**config.mk**
```make
export PLATFORM = sky130hd
export DESIGN_NAME = iwd_watchdog
export DESIGN_NICKNAME = d
export VERILOG_FILES = /design/src/verilog/iwd_pkg.sv /design/src/verilog/iwd_watchdog.sv /design/src/verilog/iwd_tick.sv
export SDC_FILE = /design/constraint.sdc
export NUM_CORES = 1
export LEC_CHECK = 0
export BUFFER_PORTS_ARGS = -buffer_cell sky130_fd_sc_hd__buf_2
export CELL_PAD_IN_SITES_DETAIL_PLACEMENT = 0
export CELL_PAD_IN_SITES_GLOBAL_PLACEMENT = 1
export CORE_MARGIN = 2
export CORE_UTILIZATION = 45
export CTS_CLUSTER_SIZE = 20
export DETAILED_ROUTE_END_ITERATION = 12
export PLACE_DENSITY = 0.89
export SYNTH_ARGS = -nofsm -noshare
export SYNTH_HDL_FRONTEND = slang
export SYNTH_SLANG_ARGS = --single-unit
```
**constraint.sdc**
```tcl
create_clock -name i_ref_clk -period 2.7 [get_ports i_ref_clk]
set_input_delay 0.135 -clock i_ref_clk [delete_from_list [all_inputs] [get_ports i_ref_clk]]
set_output_delay 0.135 -clock i_ref_clk [all_outputs]
set_load 0.01 [all_outputs]
```
**src/verilog/iwd_pkg.sv**
```systemverilog
// Package with port address, data codes and timing for the I/O port watchdog
package iwd_pkg;
  localparam logic [15:0] IWD_PORT_ADDR     = 16'h0443;
  localparam logic [7:0]  IWD_CMD_DISABLE   = 8'h00;
  localparam logic [7:0]  IWD_CMD_REFRESH   = 8'h01;
  localparam int          IWD_CLK_HZ        = 100_000_000;
  localparam int          IWD_TIMEOUT_MS    = 1600;
  localparam longint      IWD_TIMEOUT_CYC   = longint'(IWD_CLK_HZ) / 1000 * IWD_TIMEOUT_MS;
  localparam int          IWD_TICK_US       = 1;
  localparam int          IWD_TICK_CYC      = IWD_CLK_HZ / 1_000_000 * IWD_TICK_US;
  localparam int          IWD_TIMEOUT_TICKS = int'(IWD_TIMEOUT_CYC / IWD_TICK_CYC);
  localparam int          IWD_RST_PULSE_CYC = 16;
  localparam logic        IWD_ACT_RESET     = 1'b0;
  localparam logic        IWD_ACT_IRQ       = 1'b1;
  typedef enum logic [1:0] {IWD_IDLE, IWD_RUN, IWD_FIRE} iwd_state_type;
endpackage

```
**src/verilog/iwd_watchdog.sv**
```systemverilog
// I/O port watchdog timer with reset or interrupt expiry action
// Notes on behaviour
// (RULE1) A write of 1 to the port arms the timer and restarts the full interval.
// (RULE2) The first read of the port enables the timer.
// (RULE3) Software must keep writing 1 with every gap shorter than the timeout.
// (RULE4) An enabled timer that sees no refresh before timeout asserts CPU reset or interrupt, as the strap selects.
// (RULE5) A write of 0 disables the timer and stops all timeout actions.
// (RULE6) The expiry action is CPU reset or interrupt, reset by default.
// (RULE7) Out of reset the expiry action is tied to CPU reset.
// (RULE8) The real period may stray thirty percent from nominal; it is a parameter.
// (RULE9) Software should refresh about once per second.
// (RULE10) A disabled timer holds idle; each refresh counts a full interval again.
`timescale 1ns/1ps
module iwd_watchdog
  import iwd_pkg::*;
#(
  parameter int TIMEOUT_TICKS = IWD_TIMEOUT_TICKS, // RULE8
  parameter int TICK_CYC      = IWD_TICK_CYC,
  parameter int RST_PULSE_CYC = IWD_RST_PULSE_CYC
) (
  // Clock and reset
  input  wire logic        i_ref_clk,
  input  wire logic        i_rst,
  // I/O port access, one-cycle strobes
  input  wire logic [15:0] i_io_addr,
  input  wire logic        i_io_wr,
  input  wire logic        i_io_rd,
  input  wire logic [7:0]  i_io_wdata,
  output logic [7:0]       o_io_rdata,
  // Action select strap, level
  input  wire logic        i_act_irq_sel,
  // Expiry outputs and enable status
  output logic             o_cpu_rst,
  output logic             o_irq,
  output logic             o_enabled
);
  iwd_state_type state_q;
  logic [31:0]   ticks_q;
  logic [7:0]    pulse_q;
  logic          sel_s1_q;
  logic          sel_q;

  wire hit     = (i_io_addr == IWD_PORT_ADDR);
  wire wr_hit  = i_io_wr && hit;
  wire rd_hit  = i_io_rd && hit;
  wire do_ref  = wr_hit && (i_io_wdata == IWD_CMD_REFRESH); // RULE1
  wire do_dis  = wr_hit && (i_io_wdata == IWD_CMD_DISABLE); // RULE5
  wire do_arm  = do_ref || (rd_hit && state_q == IWD_IDLE); // RULE2
  wire tick;
  wire expired = (state_q == IWD_RUN) && tick && (ticks_q == 32'(TIMEOUT_TICKS - 1));
  wire pulse_last = (pulse_q == 8'(RST_PULSE_CYC - 1));

  iwd_tick #(
    .DIV(TICK_CYC)
  ) u_tick (
    .i_ref_clk(i_ref_clk),
    .i_rst    (i_rst),
    .i_restart(do_arm),
    .o_tick   (tick)
  );

  // Strap synchroniser; default action is reset
  always_ff @(posedge i_ref_clk) begin
    if (i_rst) begin
      sel_s1_q <= IWD_ACT_RESET; // RULE7
      sel_q    <= IWD_ACT_RESET;
    end else begin
      sel_s1_q <= i_act_irq_sel;
      sel_q    <= sel_s1_q;
    end
  end

  always_ff @(posedge i_ref_clk) begin
    if (i_rst) begin
      state_q <= IWD_IDLE;
      ticks_q <= '0;
    end else if (do_dis) begin
      state_q <= IWD_IDLE; // RULE5
      ticks_q <= '0;
    end else if (do_arm) begin
      state_q <= IWD_RUN; // RULE1 RULE10
      ticks_q <= '0;
    end else begin
      case (state_q)
        IWD_IDLE: begin
          ticks_q <= '0; // RULE10
        end
        IWD_RUN: begin
          if (expired) begin
            state_q <= IWD_FIRE; // RULE4
            ticks_q <= '0;
          end else if (tick) begin
            ticks_q <= ticks_q + 32'h1;
          end
        end
        IWD_FIRE: begin
          if (pulse_last) begin
            state_q <= IWD_IDLE;
          end
        end
        default: state_q <= IWD_IDLE;
      endcase
    end
  end

  always_ff @(posedge i_ref_clk) begin
    if (i_rst || state_q != IWD_FIRE) begin
      pulse_q <= '0;
    end else begin
      pulse_q <= pulse_q + 8'h1;
    end
  end

  wire fire_next = (state_q == IWD_FIRE) && !do_dis && !do_arm
                   && !pulse_last;
  wire fire_now  = expired && !do_dis && !do_arm;
  wire act       = fire_now || fire_next;

  always_ff @(posedge i_ref_clk) begin
    if (i_rst) begin
      o_cpu_rst  <= 1'b0;
      o_irq      <= 1'b0;
      o_enabled  <= 1'b0;
      o_io_rdata <= '0;
    end else begin
      o_cpu_rst  <= act && (sel_q == IWD_ACT_RESET); // RULE4 RULE6
      o_irq      <= act && (sel_q == IWD_ACT_IRQ); // RULE6
      o_enabled  <= !do_dis && (do_arm || state_q == IWD_RUN);
      o_io_rdata <= rd_hit ? {7'h00, state_q == IWD_RUN} : 8'h00;
    end
  end
endmodule

```
**src/verilog/iwd_tick.sv**
```systemverilog
// Divider producing a one-cycle enable pulse every DIV clocks
`timescale 1ns/1ps
module iwd_tick #(
  parameter int DIV = 100
) (
  // Clock and reset
  input  wire logic i_ref_clk,
  input  wire logic i_rst,
  // Restart and tick
  input  wire logic i_restart,
  output logic      o_tick
);
  logic [31:0] cnt_q;
  wire         at_end = (cnt_q == 32'(DIV - 1));

  always_ff @(posedge i_ref_clk) begin
    if (i_rst || i_restart || at_end) begin
      cnt_q <= '0;
    end else begin
      cnt_q <= cnt_q + 32'h1;
    end
  end

  always_ff @(posedge i_ref_clk) begin
    if (i_rst) begin
      o_tick <= 1'b0;
    end else begin
      o_tick <= at_end && !i_restart;
    end
  end
endmodule

```
==> summary.md <==
| Metric | Value |
|---|---|
| Final WS setup | `0.610 ns` |
| CP startpoint kind | `flop` |
| Number of max-cap violations | `0` |
| Maximum level of the CTS H-tree | `3` |
| Status | `complete, no violations` |
| Max frequency | `478 MHz` |
| Top cell types by occurrence after synthesis | `81 x sky130_fd_sc_hd__dfxtp_1, 66 x sky130_fd_sc_hd__nor2_1, 34 x sky130_fd_sc_hd__xor2_1, 26 x sky130_fd_sc_hd__nand4_1` |
| Worst-case register-to-register setup slack | `0.61 ns` |
| Post-Synth Simple-Gate Area | `35.5%` |
| Worst slack at placement | `0.612 ns` |
| Critical path start-end classification | `flop to flop` |
| Top cell type's share of synthesized area | `41.8%` |
| Series of cell instances along the critical path | `or4_2 > nor4_1 > or4_1 > buf_4 > nor2_1` |
| Area share of xor/xnor cells in the synthesized design | `11.5%` |
| Compound-cell area share of the yosys netlist | `6.48%` |
| Inserted Clock Buffers | `9` |
| IR Drop Worst-Case VDD | `0.000266 V` |
| Mux cell area share after synthesis | `0%` |
| Worst relative slew slack | `56.2%` |
| Detailed Routing Iterations Pass 1 | `4` |
| Clock tree buffer depth | `2` |
| Critical Path AT | `2.32 ns` |
| Initial drt markers | `154` |
| Final max-slew violation count | `0` |
| Clock latency on the worst-skew pair | `0.35 ns` |
| Gr ovfl total | `0` |
| Via count of the first global-routing pass | `2995` |
| Half-perimeter wire length of the detailed placement result | `5780 um` |
| Global-route wire length before repair | `13600 um` |
| Power per Cell Area | `485 nW/um^2` |
| Total number of yosys warnings | `0` |
| Core Region | `8300 sq um` |
| Worst Setup End Kind | `flop` |
| Largest fanout of any net on the critical path | `16` |
| Leakage power summed over all cells | `1.54 nW` |
| Post-CTS Setup Inserts | `0` |
| Number of hold violations in the final report | `0` |
| Number of nets with antenna violations after routing | `0` |
| Antenna violations before repair | `0` |
| Most used standard cell by instance count after synthesis | `sky130_fd_sc_hd__dfxtp_1` |
| Clock-pin slew reported for the worst setup and hold paths after clock tree synthesis | `0.08 ns` |
| Total Nets Final | `513` |
| Die outline width | `96.9 um` |
| Most area-hungry cell type in the Yosys netlist | `sky130_fd_sc_hd__dfxtp_1` |
| Sequential cell area in the final layout | `1620 sq um` |
| Library cell used as clock root buffer | `sky130_fd_sc_hd__clkbuf_8` |
| TritonCTS clock tree | `built` |
| Fill count | `757` |
| Number of enable-type register cells in the synthesized netlist | `0` |
| Sequential cell area fraction in the yosys report | `41.8%` |
| Cell type of the slowest stage on the worst timing path | `sky130_fd_sc_hd__or4_2` |
| Time the worst path needs with I/O delays and setup | `2.09 ns` |
| Final antenna diode count | `0` |
| Post-synth cell types | `52` |
| Post-route DRC violation count | `0` |
| Pin count of the biggest net entering global routing | `18` |
| DR WL/cell | `13.7 um` |
| Vias | `3252` |
| Family with the most delay on the worst path | `simple AND/OR/NAND/NOR gates` |
| Fraction of layout instances using a drive strength above 1 | `14.8%` |
| Worst Hold Class | `primary input to flop` |
| Cell types with the largest area share after synthesis | `sky130_fd_sc_hd__dfxtp_1 42%, sky130_fd_sc_hd__xor2_1 7.7%, sky130_fd_sc_hd__nor2_1 6.4%, sky130_fd_sc_hd__nand4_1 4.2%, sky130_fd_sc_hd__xnor2_1 3.8%` |
| Post-synthesis async set-or-reset flop share | `0%` |
| Final Skew | `0.00970 ns` |
| Post-Synth Adder-Cell Area | `0.967%` |
| Final period util | `77.4%` |
| Area growth from synthesis to final layout | `11.8%` |
| Post-route core utilization | `52.3%` |
| Flops & latches, synth | `81` |
| RSZ-0062 raised after global routing | `no` |
| Post-synthesis cell count | `443` |
| GRT Util Overall | `17.2%` |
| Total of buffers placed on input and output ports | `32` |
| WP buf/inv | `1` |
| Required time worst endpoint | `2.93 ns` |
| Final total negative setup slack | `0 ns` |
| Cell area after synthesis | `3880 sq um` |
| Initial cell density of the core | `46.8%` |
| Number of sinks on the clock net | `81` |
| Synthesized area per cell | `8.76 sq um` |
| Number of primary I/O pins | `40` |
| DIE AREA | `9390 sq um` |
| Die Span Y | `96.9 um` |
| Ratio of routed vias to standard cells | `5.51` |
| Worst hold slack | `0.0337 ns` |
| Number of endpoints failing setup at the final stage | `0` |
| Highest cell delay on the worst timing path | `0.67 ns` |
| Synth Flop Type | `sky130_fd_sc_hd__dfxtp_1` |
| Largest family of logic cells by synthesized area | `simple AND/OR/NAND/NOR gates` |
| Pin slew with the least headroom to its limit | `0.655 ns` |
| Total wire length | `8050 um` |
| Core Rows | `33` |
| Area of combinational cells with multiple inputs | `2140 sq um` |
| Final weighted congestion in routability-driven placement | `0.899` |
## repair_timing
action	4_1_cts	5_1_grt
hold buffers	1	0
hold endpoints to repair	1	0
resized for setup	0	0
## area by class of cell
| type | count | share of cell area [%] |
|---|---|---|
| clock buffer | 10 | 2.94 |
| sequential | 81 | 37.4 |
| tap | 105 | 3.03 |
| inverter | 8 | 0.692 |
| multi-input combinational | 340 | 49.4 |
| timing repair buffer | 41 | 5.30 |
| clock inverter | 5 | 1.33 |
## worst register-to-register path: cells and delay by family (launching register included)
| kind | cells | cell delay, ns |
|---|---|---|
| flops | 1 | 0.37 |
| simple gates | 4 | 1.39 |
| buf+inv | 1 | 0.22 |
## logic make-up after synthesis
| kind of cell | after synthesis |
|---|---|
| flip-flops | 81 |
| adder cells (fa/ha/maj) | 3 |
| AO/OA/AOI/OAI | 41 |
| other | 1 |
| AND/OR/NAND/NOR | 238 |
| XOR/XNOR | 51 |
| buffers and inverters | 28 |
## per-layer routing
metal	vias up	wire [um]	GRT usage [%]	part of all wire (%)
met5	-	0	0	0
li1	1651	-	-	-
met2	88	3530	26.4	44
met3	5	453	3.47	5.6
met1	1508	3980	24.3	49
met4	0	89	5.63	1.1
## final timing paths
| path | startpoint | endpoint | cells after the start |
|---|---|---|---|
| max | u_tick.cnt_q[13] | u_tick.cnt_q[12] | 5 |
| min | i_io_rd | o_io_rdata[0] | 3 |
| max reg2reg | u_tick.cnt_q[13] | u_tick.cnt_q[12] | 5 |
| min reg2reg | sel_q | o_cpu_rst | 1 |
## registers in the layout (all words and copies together) (netlist names)
name,count
o_io_rdata,1
sel_s1_q,1
ticks_q,32
o_enabled,1
sel_q,1
pulse_q,8
o_cpu_rst,1
o_irq,1
u_tick.o_tick,1
state_q,2
u_tick.cnt_q,32
## stage by stage
stage               cell area, sq um  std cells  total power [mW]
floorplan                       3910        449              1.27
global placement                4150        574              1.29
detailed placement              4150        574              1.29
CTS                             4340        590              2.13
global route                    4340        590              2.19
finish                          4340        590              2.10
## report_power, final
group / leakage (nW) / internal, mW / switching (mW)
sequential: 0.653 / 1.20 / 0.00539
combinational: 0.807 / 0.0265 / 0.0293
clock: 0.0844 / 0.421 / 0.424
total: 1.54 / 1.65 / 0.459
## cell usage in the layout, fill, tap and decap left out, drive strengths merged, types with 12 or more instances in the layout
cell and count:
a21oi 17, and3 12, buf 40, dfxtp 81, nand2 24, nand3 25
nand4 28, nor2 66, nor4 16, xnor2 17, xor2 34
Note: power is estimated with default switching activity, not from simulation.
